$ cat config.mk
export PLATFORM = sky130hd
export DESIGN_NAME = pam_port_a_mux
export DESIGN_NICKNAME = d
export VERILOG_FILES = /design/src/logic/pam_pkg.sv /design/src/logic/pam_pin_sync.sv /design/src/logic/pam_port_a_mux.sv
export SDC_FILE = /design/constraint.sdc
export NUM_CORES = 1
export LEC_CHECK = 0
export ABC_CLOCK_PERIOD_IN_PS = 1100
export BUFFER_PORTS_ARGS = -buffer_cell sky130_fd_sc_hd__buf_2
export CORE_AREA = 5 5 282 284
export CTS_BUF_LIST = sky130_fd_sc_hd__clkbuf_4 sky130_fd_sc_hd__clkbuf_8
export DETAILED_ROUTE_END_ITERATION = 6
export DIE_AREA = 0 0 287 289
export PLACE_DENSITY_LB_ADDON = 0.3
export SLEW_MARGIN = 20
export SYNTH_ARGS = -nofsm -noshare
export SYNTH_HDL_FRONTEND = slang
export SYNTH_SLANG_ARGS = --single-unit
$ cat constraint.sdc
create_clock -name clk -period 1.1 [get_ports clk]
set_clock_uncertainty 0.1 [all_clocks]
set_input_delay 0.22 -clock clk [delete_from_list [all_inputs] [get_ports clk]]
set_output_delay 0.22 -clock clk [all_outputs]
set_load 0.01 [all_outputs]
$ cat src/logic/pam_pkg.sv
// Purpose: constants shared by the port A pin multiplexer
// Assumes: 32 lines, up to two peripheral functions per line
// Notes:   line numbers name function A, function B in the comment
package pam_pkg;

    localparam int          PAM_LINES          = 32;

    // lines that own a function B; lines 6 to 9 and 13 have none
    localparam logic [31:0] PAM_B_PRESENT      = 32'hFFFF_DC3F;
    localparam logic [31:0] PAM_A_PRESENT      = 32'hFFFF_FFFF;

    // reset state of each line: 1 = assigned to a peripheral at reset
    localparam logic [31:0] PAM_RESET_PERIPH   = 32'h0000_0000;
    // reset function for peripheral lines: 1 = function B
    localparam logic [31:0] PAM_RESET_B_SEL    = 32'h0000_0000;
    // pull-ups are on for every line after reset
    localparam logic [31:0] PAM_RESET_PULLUP   = 32'hFFFF_FFFF;
    localparam logic [31:0] PAM_RESET_GPIO_OE  = 32'h0000_0000;
    localparam logic [31:0] PAM_RESET_GPIO_OUT = 32'h0000_0000;
    localparam logic [31:0] PAM_RESET_PAD_OE_N = 32'hFFFF_FFFF;
    localparam logic [31:0] PAM_RESET_PAD_OUT  = 32'h0000_0000;

    // pad input synchroniser depth
    localparam int          PAM_SYNC_STAGES    = 2;

    localparam int LINE_SDCARD0_DATA0          = 0;  // spi0 miso
    localparam int LINE_SDCARD0_CMD            = 1;  // spi0 mosi
    localparam int LINE_SDCARD0_CLK            = 2;  // spi0 spck
    localparam int LINE_SDCARD0_DATA1          = 3;  // spi0_cs1
    localparam int LINE_SDCARD0_DATA2          = 4;  // spi0_cs2
    localparam int LINE_SDCARD0_DATA3          = 5;  // spi0_cs0
    localparam int LINE_AUDIO_CODEC_FRAME_SYNC = 6;  // none
    localparam int LINE_AUDIO_CODEC_CLOCK      = 7;  // none
    localparam int LINE_AUDIO_CODEC_TX         = 8;  // none
    localparam int LINE_AUDIO_CODEC_RX         = 9;  // none
    localparam int LINE_EXT_INT0               = 10; // pulse_out1
    localparam int LINE_DMA_REQUEST0           = 11; // pulse_out3
    localparam int LINE_CAN_TRANSMIT           = 12; // prog_clock_out0
    localparam int LINE_CAN_RECEIVE            = 13; // none
    localparam int LINE_TIMER_EXT_CLOCK2       = 14; // ext_int1
    localparam int LINE_DMA_REQUEST3           = 15; // prog_clock_out2
    localparam int LINE_SDCARD1_CLK            = 16; // camera_data0
    localparam int LINE_SDCARD1_CMD            = 17; // camera_data1
    localparam int LINE_SDCARD1_DATA0          = 18; // camera_data2
    localparam int LINE_SDCARD1_DATA1          = 19; // camera_data3
    localparam int LINE_SDCARD1_DATA2          = 20; // camera_data4
    localparam int LINE_SDCARD1_DATA3          = 21; // camera_data5
    localparam int LINE_USART0_TX              = 22; // camera_data6
    localparam int LINE_USART0_RX              = 23; // camera_data7
    localparam int LINE_USART0_REQUEST_TO_SEND = 24; // camera_pixel_clock
    localparam int LINE_USART0_CLEAR_TO_SEND   = 25; // camera_hsync
    localparam int LINE_USART0_SERIAL_CLOCK    = 26; // camera_vsync
    localparam int LINE_PROG_CLOCK_OUT1        = 27; // camera_master_clock
    localparam int LINE_SPI0_CS3               = 28; // camera_data8
    localparam int LINE_TIMER0_IO_A            = 29; // camera_data9
    localparam int LINE_TIMER0_IO_B            = 30; // camera_data10
    localparam int LINE_DMA_REQUEST1           = 31; // camera_data11

endpackage

$ cat src/logic/pam_pin_sync.sv
// Purpose: two-flop synchroniser for the pad input levels
// Assumes: pads are asynchronous to clk
// Notes:   first stage is read only by the second stage
module pam_pin_sync
    import pam_pkg::*;
#(
    parameter int WIDTH = PAM_LINES
)
(
    input  wire logic             clk,
    input  wire logic             reset_n,
    input  wire logic             ce,
    input  wire logic [WIDTH-1:0] async_in,
    output logic      [WIDTH-1:0] sync_out
);

    logic [WIDTH-1:0] meta;
    logic [WIDTH-1:0] next_meta;
    logic [WIDTH-1:0] next_sync_out;

    always_comb
    begin
        next_meta     = meta;
        next_sync_out = sync_out;
        if (ce)
        begin
            next_meta     = async_in;
            next_sync_out = meta;
        end
    end

    always_ff @(posedge clk or negedge reset_n)
    begin
        if (!reset_n)
        begin
            meta     <= '0;
            sync_out <= '0;
        end
        else
        begin
            meta     <= next_meta;
            sync_out <= next_sync_out;
        end
    end

endmodule

$ cat src/logic/pam_port_a_mux.sv
// Purpose: pin multiplexer of port_a, gpio or peripheral A/B per line
// Assumes: config strobes and peripheral signals are on clk
// Notes:   pad outputs are registered, pad inputs pass two flops
//
// Operation
// - Each of the 32 lines goes to gpio or to exactly one of function A or B.
// - Every line leaves reset as an undriven input with its pull-up on.
// - A line that resets as gpio shows zero in peripheral_select_status.
// - A line that resets to a peripheral shows one in status and keeps its pull-up on.
// - Lines 0 to 5 carry sdcard0 signals as A and the first spi port as B.
// - Lines 10 to 15 carry interrupt, dma, can, timer and clock signals as A/B.
// - Lines 16 to 21 carry sdcard1 as A and camera data 0 to 5 as B.
// - Lines 22 to 27 carry usart0 and prog_clock_out1 as A and camera signals as B.
// - Lines 28 to 31 carry spi0_cs3, timer0 and dma_request1 as A and camera data as B.
// - An output offered on several lines is driven on every line that selects it.
module pam_port_a_mux
    import pam_pkg::*;
#(
    parameter logic [31:0] RESET_PERIPH = PAM_RESET_PERIPH,
    parameter logic [31:0] RESET_B_SEL  = PAM_RESET_B_SEL
)
(
    input  wire logic        clk,
    input  wire logic        reset_n,
    input  wire logic        ce,
    // configuration strobes, set wins over clear
    input  wire logic [31:0] periph_set,
    input  wire logic [31:0] periph_clr,
    input  wire logic [31:0] func_b_set,
    input  wire logic [31:0] func_a_set,
    input  wire logic [31:0] pullup_set,
    input  wire logic [31:0] pullup_clr,
    input  wire logic [31:0] gpio_oe_set,
    input  wire logic [31:0] gpio_oe_clr,
    input  wire logic [31:0] gpio_out_set,
    input  wire logic [31:0] gpio_out_clr,
    // peripheral side, indexed by line
    input  wire logic [31:0] func_a_out,
    input  wire logic [31:0] func_a_oe,
    input  wire logic [31:0] func_b_out,
    input  wire logic [31:0] func_b_oe,
    output logic      [31:0] line_level,
    // status
    output logic      [31:0] peripheral_select_status,
    output logic      [31:0] func_b_select,
    output logic      [31:0] gpio_oe_status,
    output logic      [31:0] gpio_out_status,
    // pads
    input  wire logic [31:0] pad_in,
    output logic      [31:0] pad_out,
    output logic      [31:0] pad_oe_n,
    output logic      [31:0] pad_pullup_en
);

    logic [31:0] next_periph;
    logic [31:0] next_b_sel;
    logic [31:0] next_pullup;
    logic [31:0] next_gpio_oe;
    logic [31:0] next_gpio_out;
    logic [31:0] next_pad_out;
    logic [31:0] next_pad_oe_n;

    // pad levels for gpio and every peripheral, selected or not
    pam_pin_sync #(
        .WIDTH    (PAM_LINES)
    ) u_sync (
        .clk      (clk),
        .reset_n  (reset_n),
        .ce       (ce),
        .async_in (pad_in),
        .sync_out (line_level)
    );

    // configuration state, set overrides clear on the same bit
    always_comb
    begin
        next_periph   = peripheral_select_status;
        next_b_sel    = func_b_select;
        next_pullup   = pad_pullup_en;
        next_gpio_oe  = gpio_oe_status;
        next_gpio_out = gpio_out_status;
        if (ce)
        begin
            next_periph   = (peripheral_select_status & ~periph_clr) | periph_set;
            next_b_sel    = (func_b_select & ~func_a_set) | func_b_set;
            next_pullup   = (pad_pullup_en & ~pullup_clr) | pullup_set;
            next_gpio_oe  = (gpio_oe_status & ~gpio_oe_clr) | gpio_oe_set;
            next_gpio_out = (gpio_out_status & ~gpio_out_clr) | gpio_out_set;
        end
    end

    always_ff @(posedge clk or negedge reset_n)
    begin
        if (!reset_n)
        begin
            peripheral_select_status <= RESET_PERIPH;
            func_b_select            <= RESET_B_SEL;
            pad_pullup_en            <= PAM_RESET_PULLUP;
            gpio_oe_status           <= PAM_RESET_GPIO_OE;
            gpio_out_status          <= PAM_RESET_GPIO_OUT;
        end
        else
        begin
            peripheral_select_status <= next_periph;
            func_b_select            <= next_b_sel;
            pad_pullup_en            <= next_pullup;
            gpio_oe_status           <= next_gpio_oe;
            gpio_out_status          <= next_gpio_out;
        end
    end

    // per line output routing
    genvar i;
    generate
        for (i = 0; i < PAM_LINES; i++)
        begin : g_line
            logic line_out;
            logic line_oe_n;

            always_comb
            begin
                line_out  = pad_out[i];
                line_oe_n = pad_oe_n[i];
                if (ce)
                begin
                    line_out  = 1'b0;
                    line_oe_n = 1'b1;
                    if (!peripheral_select_status[i])
                    begin
                        line_out  = gpio_out_status[i];
                        line_oe_n = ~gpio_oe_status[i];
                    end
                    else if (!func_b_select[i])
                    begin
                        if (PAM_A_PRESENT[i])
                        begin
                            line_out  = func_a_out[i];
                            line_oe_n = ~func_a_oe[i];
                        end
                    end
                    else if (PAM_B_PRESENT[i])
                    begin
                        line_out  = func_b_out[i];
                        line_oe_n = ~func_b_oe[i];
                    end
                    // no function B: pad stays undriven
                end
            end

            assign next_pad_out[i]  = line_out;
            assign next_pad_oe_n[i] = line_oe_n;

            AST_GPIO_DRIVE: assert property (@(posedge clk) disable iff (!reset_n)
                (ce && !peripheral_select_status[i])
                |=> (pad_oe_n[i] == !$past(gpio_oe_status[i])) && (pad_out[i] == $past(gpio_out_status[i])))
                else $error("gpio line not driven from gpio state");

            AST_FUNC_A_DRIVE: assert property (@(posedge clk) disable iff (!reset_n)
                (ce && peripheral_select_status[i] && !func_b_select[i])
                |=> (pad_oe_n[i] == !$past(func_a_oe[i])) && (pad_out[i] == $past(func_a_out[i])))
                else $error("function A not routed to its line");

            AST_FUNC_B_DRIVE: assert property (@(posedge clk) disable iff (!reset_n)
                (ce && peripheral_select_status[i] && func_b_select[i] && PAM_B_PRESENT[i])
                |=> (pad_oe_n[i] == !$past(func_b_oe[i])) && (pad_out[i] == $past(func_b_out[i])))
                else $error("function B not routed to its line");

            AST_NO_B_UNDRIVEN: assert property (@(posedge clk) disable iff (!reset_n)
                (ce && peripheral_select_status[i] && func_b_select[i] && !PAM_B_PRESENT[i])
                |=> pad_oe_n[i])
                else $error("line without function B is driven");

            AST_LEVEL_SEEN: assert property (@(posedge clk) disable iff (!reset_n)
                ($past(ce, 1) && $past(ce, 2) && $past(reset_n, 2))
                |-> line_level[i] == $past(pad_in[i], 2))
                else $error("pad level not visible two cycles later");

            AST_SET_WINS: assert property (@(posedge clk) disable iff (!reset_n)
                (ce && periph_set[i] && periph_clr[i]) |=> peripheral_select_status[i])
                else $error("peripheral set lost against clear");
        end
    endgenerate

    always_ff @(posedge clk or negedge reset_n)
    begin
        if (!reset_n)
        begin
            pad_out  <= PAM_RESET_PAD_OUT;
            pad_oe_n <= PAM_RESET_PAD_OE_N;
        end
        else
        begin
            pad_out  <= next_pad_out;
            pad_oe_n <= next_pad_oe_n;
        end
    end

    AST_RESET_INPUT: assert property (@(posedge clk) disable iff (!reset_n)
        $rose(reset_n) |-> (pad_pullup_en == PAM_RESET_PULLUP) && ((pad_oe_n | RESET_PERIPH) == 32'hFFFF_FFFF))
        else $error("line not an input with pull-up after reset");

    AST_RESET_STATUS: assert property (@(posedge clk) disable iff (!reset_n)
        $rose(reset_n) |-> peripheral_select_status == RESET_PERIPH)
        else $error("peripheral status wrong after reset");

    AST_RESET_PERIPH_PULLUP: assert property (@(posedge clk) disable iff (!reset_n)
        $rose(reset_n) |-> ((pad_pullup_en & RESET_PERIPH) == RESET_PERIPH))
        else $error("peripheral line lost its pull-up at reset");

    AST_FREEZE: assert property (@(posedge clk) disable iff (!reset_n)
        !ce |=> $stable(pad_out) && $stable(pad_oe_n) && $stable(peripheral_select_status))
        else $error("state moved while clock enable low");

    COV_A_ON_LINE0: cover property (@(posedge clk) disable iff (!reset_n)
        peripheral_select_status[LINE_SDCARD0_DATA0] && !func_b_select[LINE_SDCARD0_DATA0]
        ##1 !pad_oe_n[LINE_SDCARD0_DATA0]);

    COV_B_ON_LINE31: cover property (@(posedge clk) disable iff (!reset_n)
        peripheral_select_status[LINE_DMA_REQUEST1] && func_b_select[LINE_DMA_REQUEST1]
        ##1 !pad_oe_n[LINE_DMA_REQUEST1]);

    COV_GPIO_LINE6: cover property (@(posedge clk) disable iff (!reset_n)
        !peripheral_select_status[LINE_AUDIO_CODEC_FRAME_SYNC] && gpio_oe_status[LINE_AUDIO_CODEC_FRAME_SYNC]);

    COV_EMPTY_B_LINE13: cover property (@(posedge clk) disable iff (!reset_n)
        peripheral_select_status[LINE_CAN_RECEIVE] && func_b_select[LINE_CAN_RECEIVE]);

endmodule

### Yosys cells after proc, flatten, opt, wreduce, memory -nomap -nowiden

Cells that the tools add are included.

| cells by class | value |
|---|---|
| muxes and demuxes | 128 |
| bitwise operators | 106 |

Operators with widths:

| cell | number |
|---|---|
| $and 32x32->32 | 5 |
| $not 32->32 | 5 |
| $or 32x32->32 | 5 |
| $mux 1 | 128 |
| $not 1->1 | 91 |

| storage, ports and cells | value |
|---|---|
| bits of input ports | 483 |
| output and inout bits | 256 |
| bits in registers | 288 |
| word-level logic and storage cells | 243 |

### Depth between registers and ports, before layout

Gate-level depths: netlist of run 1.

| logic depth | value |
|---|---|
| depth after elaboration | 3 |
| gate-level depth with buffers | 6 |
| depth with buffers taken out | 2 |

### Hierarchy

A second synthesis of run 1 with hierarchy kept.

| unflattened totals | value |
|---|---|
| cells, all modules | 1015 |
| area total of the unflattened synthesis | 12793.5 sq um |

Modules (own cells, without submodules):

| module | seq. area each (sq um) | instances | cells an instance | area each (sq um) |
|---|---|---|---|---|
| pam_port_a_mux | 5685.5 | 1 | 880 | 10114.7 |
| pam_pin_sync | 1601.5 | 1 | 135 | 2678.8 |

### Worst setup path after synthesis of run 1

No wires, ideal clock.

| timing path | value |
|---|---|
| path type | in2reg |
| start point | in ce |
| end point | reg u_sync.meta[0] |
| data required time | 0.875 ns |
| setup time | 0.125 ns |
| arrival time | 0.940 ns |
| path buffers | 3 |
| slack | -0.065 ns |
| stages | 4 |
| cells stage by stage | buf_4 buf_6 buf_6 mux2_2 |

RTL lines:

| item | RTL line | RTL |
|---|---|---|
| start, declared | pam_port_a_mux.sv:25 | `input wire logic ce,` |
| end signal, assigned | pam_pin_sync.sv:41 | `meta <= next_meta;` |
| end, declared | pam_pin_sync.sv:17 | `logic [WIDTH-1:0] meta;` |

No word-level cell between the ends.

### Worst setup path in the final report of run 1

| timing path | value |
|---|---|
| start point | reg pad_pullup_en[16] |
| end point | out pad_pullup_en[16] |

RTL lines:

| item | RTL line | RTL |
|---|---|---|
| start, declared | pam_port_a_mux.sv:52 | `output logic [31:0] pad_pullup_en` |
| start signal, assigned | pam_port_a_mux.sv:106 | `pad_pullup_en <= next_pullup;` |

No word-level cell between the ends.

==> metrics.cfg, run 1 <==
[routing]
detail_route.vias_per_cell = 4.04
first_pass_iters = 5
drc_errors = 0
wl_per_cell_um = 17.5
via_count = 14700
antenna_left = 0
wl_um = 63500
drt_iter0_drc = 517

[timing]
relSlewSlack_pct = 79.0
finalSetupViolCount = 307
hold_violations = 0
fin_ws_ns = -0.525
max_freq_mhz = 615
slew_viol_final = 0
worst_pin_slew_ns = 0.315
rsz0062_at_grt = yes
period_share_pct = 148
hold_ws_ns = 0.0721
post-route-min-period_ns = 1.63

[setup_path]
slowest_stage = dfstp_2
cp_num_buf_inv = 1
worstSetupStartpointType = flip-flop
critPathMaxStageDelay_ns = 0.59
required_ns = 0.78
cp-end-kind = output pin
setup.worst_path.class = flip-flop to output pin
cp_top_family = flip-flops
cp_data_arrival_time_ns = 1.31
crit_path_max_fanout = 2
path_cells = buf_6

[clock_tree]
clkTransAtPathRegs_ns = 0.06
cts_tree = done
clkLatencyLatePin_ns = 0.61
cts.sinks = 288
ctsRootBufferMaster = clkbuf_8
cts_htree_levels = 2
cts_buffers = 52
cts_buffer_depth = 3

[pwr]
clkPwrFrac_pct = 30.7
sw_frac_of_total_pct = 28.3
p_seq_share_pct = 37.3
p_switching_uw = 10200
p_comb_share_pct = 32.0
p_leak_uw = 0.0132
p_per_area_nw_per_um2 = 1300
ir_worst_vdd_v = 0.000824
p_int_uw = 25800

[synthesis]
netlist_area_um2 = 12500
async_reset_ff_share_pct = 100
synth_edf_count = 0
yosys.cell_types.count = 21
syn_nets = 1498
yosysWarnings = 0
netlist.area_leader.share_pct = 44.7
yosys.area.top_type = dfrtp_1
synth_cells = 1015
synthFlopType = dfrtp_1
synth.yosys.seq_area_share_pct = 58.1
syn_avg_cell_area_um2 = 12.4
yosys-top-cells-area = dfrtp_1, dfstp_2, a22o_1, mux2_2, nand2_1
ys_ff_latch = 288

[placed_design]
dp_hpwl_um = 42900
place.gp.congestion = 0.922
placed_cell_area_um2 = 18400
dp_slack_ns = -0.349
port_buffers = 728

[layout]
area_growth_pct = 122
multiInputGateArea_um2 = 5130
drive_gt1_share_pct = 54.0
fin_area_um2 = 27800
fin_nets = 3032
regArea_um2 = 7320
nFillCells = 7316

[die]
rows = 102
chipHeight_um = 289
dieArea_um2 = 82900
start_util_pct = 16.3
die-width_um = 287
core_um2 = 76800
ioPinCount = 739

[outcome]
status = finished, violations left
violations = setup timing

[global_route]
grt_use_total_pct = 14.3
grt_pass1_vias = 16500
grt_overflow = 0
grt_start_max_net_pins = 45
grt_pass1_wl_um = 93000
grt_antenna_before_repair = 7

[job]
drv_cap = 0

[worst_hold_path]
min_path_type = primary input to asynchronous set/reset pin

## worst paths after layout
| path | end | slack (ns) | from | cells past startpoint |
|---|---|---|---|---|
| worst max-delay path | pad_pullup_en[16] | -0.53 | pad_pullup_en[16] | 1 |
| worst min-delay path | u_sync.meta[23] | 0.07 | reset_n | 3 |
| worst max register to register | pad_oe_n[0] | -0.19 | peripheral_select_status[0] | 4 |
| worst min register to register | u_sync.sync_out[19] | 0.39 | u_sync.meta[19] | 1 |
| max in group asynchronous | pad_oe_n[25] | 0.31 | reset_n | 4 |
| min in group clk | pad_out[12] | 0.08 | ce | 4 |
## final cells by class
class	instances	area share, %
tap	1040	4.69
clock inverter	3	0.0541
antenna	6	0.0541
clock buffer	93	4.11
timing repair buffer	1540	45.9
multi-input combinational	640	18.5
inverter	27	0.365
sequential	288	26.3
## state kept, by name, indices dropped and copies added, names as in the netlist
register,flops
pad_pullup_en,32
gpio_oe_status,32
u_sync.meta,32
peripheral_select_status,32
u_sync.sync_out,32
pad_oe_n,32
func_b_select,32
pad_out,32
gpio_out_status,32
## synth_stat cells (all sizes together) (27+ instances only)
master	count
nand3b	37
or3b	27
nand2b	37
dfstp	64
nand2	187
mux2	91
inv	27
a22o	160
dfrtp	224
o221ai	27
o211ai	27
buf	58
mux2i	27
## cells by family after synthesis
kind of cell	count (synthesis)	share of synthesized area [%]
flip-flops	288	58.1
AND/OR/NAND/NOR	298	11.9
AO/OA/AOI/OAI	224	15.8
buffers and inverters	87	3.81
multiplexers	118	10.3
## routing by layer
metal,global-route usage [%],wire length (um),vias up
met5,0,7,-
met4,7.88,3550,2
met3,3.65,4230,185
met2,25.6,32400,665
met1,15.4,23300,7052
li1,-,-,6795
## cells in the final DEF (no fill, tap or decap), drive strengths merged, types with 37 or more instances in the layout
| cell | synthesis | routed |
|---|---|---|
| buf | 58 | 1067 |
| dlygate4sd3 | 0 | 473 |
| dfrtp | 224 | 224 |
| nand2 | 187 | 187 |
| a22o | 160 | 160 |
| clkbuf | 2 | 93 |
| mux2 | 91 | 91 |
| dfstp | 64 | 64 |
| nand3b | 37 | 37 |
| nand2b | 37 | 37 |
## repair_timing
| action | 4_1_cts | 5_1_grt |
|---|---|---|
| endpoints found under the hold margin | 545 | 2 |
| cloned | 0 | 0 |
| endpoints found under the setup margin | 286 | 583 |
| buffers inserted | 149 | 74 |
| pin swaps | 11 | 42 |
| gates resized for setup | 355 | 104 |
| hold buffers | 473 | 2 |
## power groups by stage
stage | clock (uW) | sequential [uW] | combinational, uW
finish | 11100 | 13400 | 11500
global route | 12000 | 13600 | 12300
CTS | 11600 | 13400 | 10800
detailed placement | 0 | 13600 | 6740
global placement | 0 | 13600 | 6710
floorplan | 0 | 13900 | 2270
## stage by stage
step	utilization, %	TNS [ns]	instances	total power, uW
2_1_floorplan	-	-1.19	1015	16200
3_3_place_gp	24.0	-66.32	2867	20300
3_5_place_dp	24.0	-68.46	2867	20400
4_1_cts	35.1	-192.62	3584	35700
5_1_grt	36.1	-131.98	3634	37900
6_report	36.1	-106.47	3637	36000
Power figures use the tool's default switching activity.
==> run 2: changes to the inputs <==
--- a/config.mk
+++ b/config.mk
@@ -6,11 +6,11 @@
 export NUM_CORES = 1
 export LEC_CHECK = 0
 export ABC_CLOCK_PERIOD_IN_PS = 1100
-export BUFFER_PORTS_ARGS = -buffer_cell sky130_fd_sc_hd__buf_2
-export CORE_AREA = 5 5 282 284
+export CORE_AREA = 5 5 284 286
 export CTS_BUF_LIST = sky130_fd_sc_hd__clkbuf_4 sky130_fd_sc_hd__clkbuf_8
 export DETAILED_ROUTE_END_ITERATION = 6
-export DIE_AREA = 0 0 287 289
+export DIE_AREA = 0 0 289 291
+export DONT_BUFFER_PORTS = 1
 export PLACE_DENSITY_LB_ADDON = 0.3
 export SLEW_MARGIN = 20
 export SYNTH_ARGS = -nofsm -noshare
==> metrics.cfg, run 2 <==
[outcome]
status = did not finish
stop_stage = clock tree synthesis
error_line = [ERROR RSZ-0060] Max buffer count reached.

[placed_design]
dp_slack_ns = -0.158  ; +0.191 ns
placed_cell_area_um2 = 14500  ; -21%
place.gp.congestion = 0.822  ; -11%
port_buffers = 0  ; -100%
dp_hpwl_um = 34000  ; -21%

[synthesis]
syn_nets = 1498  ; unchanged
synthTopCellsByCount = dfrtp_1, nand2_1, a22o_1
netlist.area_leader.share_pct = 44.7  ; unchanged
synth_cells = 1015  ; unchanged
yosysMostFrequentCell = dfrtp_1
syn_avg_cell_area_um2 = 12.4  ; unchanged
yosys.cell_types.count = 21  ; unchanged
yosys.area.top_type = dfrtp_1
synthFlopType = dfrtp_1
synth.yosys.seq_area_share_pct = 58.1  ; unchanged
netlist_area_um2 = 12500  ; unchanged
async_reset_ff_share_pct = 100  ; unchanged
yosys-top-cells-area = dfrtp_1, dfstp_2, a22o_1, mux2_2, nand2_1
ys_ff_latch = 288  ; unchanged
synth_edf_count = 0  ; unchanged
yosysWarnings = 0  ; unchanged

[clock_tree]
cts_resized = 188  ; -47%
cts_buffer_depth = 3  ; unchanged
cts_htree_levels = 2  ; unchanged
ctsRootBufferMaster = clkbuf_8
postCtsSetupBuffers = 81  ; -46%
cts-hold-fix-buffers = 464  ; -1.9%
cts.sinks = 288  ; unchanged
cts_buffers = 53  ; +1.9%

[die]
chipHeight_um = 291  ; +0.69%
die-width_um = 289  ; +0.70%
rows = 103  ; +0.98%
start_util_pct = 16.1  ; -0.27 points
ioPinCount = 739  ; unchanged

run 2: cell counts after synthesis:
Identical to the previous run, type by type.
run 2: kinds of logic after synthesis:
logic type      share of synthesized area (%)
compound gates                           15.8
buf+inv                                  3.81
flops                                    58.1
simple gates                             11.9
mux                                      10.3
run 2: per-stage QoR:
step,instances,utilization [%],hold slack [ns]
floorplan,1015,-,-0.176
global placement,2129,18.6,-0.168
detailed placement,2129,18.6,-0.171
==> run 3: changes to the inputs <==
--- a/config.mk
+++ b/config.mk
@@ -7,11 +7,10 @@
 export LEC_CHECK = 0
 export ABC_CLOCK_PERIOD_IN_PS = 1100
 export CORE_AREA = 5 5 284 286
-export CTS_BUF_LIST = sky130_fd_sc_hd__clkbuf_4 sky130_fd_sc_hd__clkbuf_8
 export DETAILED_ROUTE_END_ITERATION = 6
 export DIE_AREA = 0 0 289 291
 export DONT_BUFFER_PORTS = 1
-export PLACE_DENSITY_LB_ADDON = 0.3
+export PLACE_DENSITY_LB_ADDON = 0.15
 export SLEW_MARGIN = 20
 export SYNTH_ARGS = -nofsm -noshare
 export SYNTH_HDL_FRONTEND = slang
==> metrics.cfg, run 3 (synthesis gave the netlist of run 1 again) <==
[die]
start_util_pct = 16.1  ; unchanged
rows = 103  ; unchanged
chipHeight_um = 291  ; unchanged
core_um2 = 78100
die-width_um = 289  ; unchanged
ioPinCount = 739  ; unchanged
dieArea_um2 = 84100

[pwr]
sw_frac_of_total_pct = 26.6
clkPwrFrac_pct = 38.3
p_leak_uw = 0.00945
p_comb_share_pct = 20.6
p_int_uw = 25000
finalPower_uw = 34000
p_switching_uw = 9060
ir_worst_vdd_v = 0.000953
p_seq_share_pct = 41.1
p_per_area_nw_per_um2 = 1530

[clock_tree]
cts_buffers = 38  ; -28%
ctsRootBufferMaster = clkbuf_16
clkLatencyLatePin_ns = 0.53
cts_tree = done
cts.sinks = 288  ; unchanged
cts_htree_levels = 2  ; unchanged
cts_buffer_depth = 3  ; unchanged
clkTransAtPathRegs_ns = 0.06

[global_route]
grt_overflow = 0
grt_pass1_vias = 12400
grt_start_max_net_pins = 540
grt_use_total_pct = 12.2
grt_pass1_wl_um = 79100
grt_antenna_before_repair = 4

[placed_design]
port_buffers = 0  ; unchanged
dp_hpwl_um = 37400  ; +9.7%
dp.cells = 2141  ; +0.56%
place.gp.congestion = 0.828  ; +0.73%

[timing]
worst_pin_slew_ns = 0.982
rsz0062_at_grt = yes
fin_ws_ns = -0.456
post-route-min-period_ns = 1.56
hold_ws_ns = -0.711
final.setup.tns_ns = -71.45
period_share_pct = 141
finalSetupViolCount = 297
hold_violations = 332
max_freq_mhz = 643
slew_viol_final = 0
relSlewSlack_pct = 34.5

[setup_path]
required_ns = 0.78
cp_data_arrival_time_ns = 1.24
cp_top_family = flip-flops
worstSetupStartpointType = flip-flop
setup.worst_path.class = flip-flop to output pin
path_cells = buf_6
cp_num_buf_inv = 1
crit_path_max_fanout = 2
cp-end-kind = output pin
ff2ff_path_depth = 4
slowest_stage = dfstp_2
path_depth = 1
critPathMaxStageDelay_ns = 0.59

[layout]
multiInputGateArea_um2 = 5120
nFillCells = 7970
drive_gt1_share_pct = 33.1
fin_nets = 2173
layout_common_cells = dlygate4sd3_1, buf_6, nand2_1, dfrtp_1, a22o_1
layout_commonest_cell = dlygate4sd3_1
finalNonFillerCells = 2771
utilization_pct = 28.5
area_growth_pct = 77.8
regArea_um2 = 7340

[routing]
wl_um = 55000
via_count = 11200
detail_route.vias_per_cell = 4.03
drc_errors = 0
drt_iter0_drc = 317
antenna_left = 0
wl_per_cell_um = 19.8
first_pass_iters = 5

[worst_hold_path]
min_path_type = primary input to asynchronous set/reset pin

[outcome]
status = finished, violations left
violations = hold timing, setup timing

[job]
drv_cap = 0

-- run 3: layout make-up --
cell class	instances	area share (%)
repair buffers	695	31.7
inverters	27	0.455
flip-flops and latches	288	32.9
multi-input cells	640	23.0
clock buffers	55	5.29
clock inverters	14	0.685
diodes	2	0.0225
well taps	1050	5.89
-- run 3: timing repair --
| action | CTS | global route |
|---|---|---|
| resized for setup | 219 | 95 |
| pin swaps | 16 | 37 |
| endpoints found under the hold margin | 576 | 481 |
| endpoints found under the setup margin | 271 | 309 |
| hold buffers | 427 | 25 |
| cloned | 0 | 0 |
| buffers inserted | 96 | 38 |
-- run 3: final timing paths --
kind	start	end	slack, ns
min in group clk	ce	pad_oe_n[23]	-0.26
max in group asynchronous	reset_n	gpio_out_status[5]	0.74
hold reg to reg	u_sync.meta[3]	u_sync.sync_out[3]	0.40
hold / removal	reset_n	gpio_out_status[16]	-0.71
setup reg to reg	func_b_select[20]	pad_oe_n[20]	-0.15
setup / recovery	pad_oe_n[20]	pad_oe_n[20]	-0.46
-- run 3: power by group through the flow --
stage / registers, uW / logic (uW) / clock network (uW)
after floorplan: 13900 / 2270 / 0
after global placement: 14200 / 3970 / 0
after detailed placement: 14200 / 3970 / 0
after CTS: 14000 / 6680 / 13600
after global routing: 14100 / 7500 / 14000
final: 14000 / 7020 / 13000
-- run 3: per-stage QoR --
stage                     setup slack (ns)  instance area [um2]
after global placement              -0.383                14500
after CTS                           -0.505                21600
final                               -0.456                22300
after global routing                -0.512                22300
after detailed placement            -0.414                14500
after floorplan                    -0.0219                12600
-- run 3: per-layer routing --
layer | vias up | part of all wire [%] | routed length, um | GRT usage, %
met4 | 2 | 3.2 | 1770 | 4.70
met1 | 5531 | 37 | 20300 | 13.2
met3 | 107 | 8.2 | 4490 | 3.96
met5 | - | 0.024 | 13 | 0
met2 | 475 | 52 | 28400 | 22.1
li1 | 5059 | - | - | -
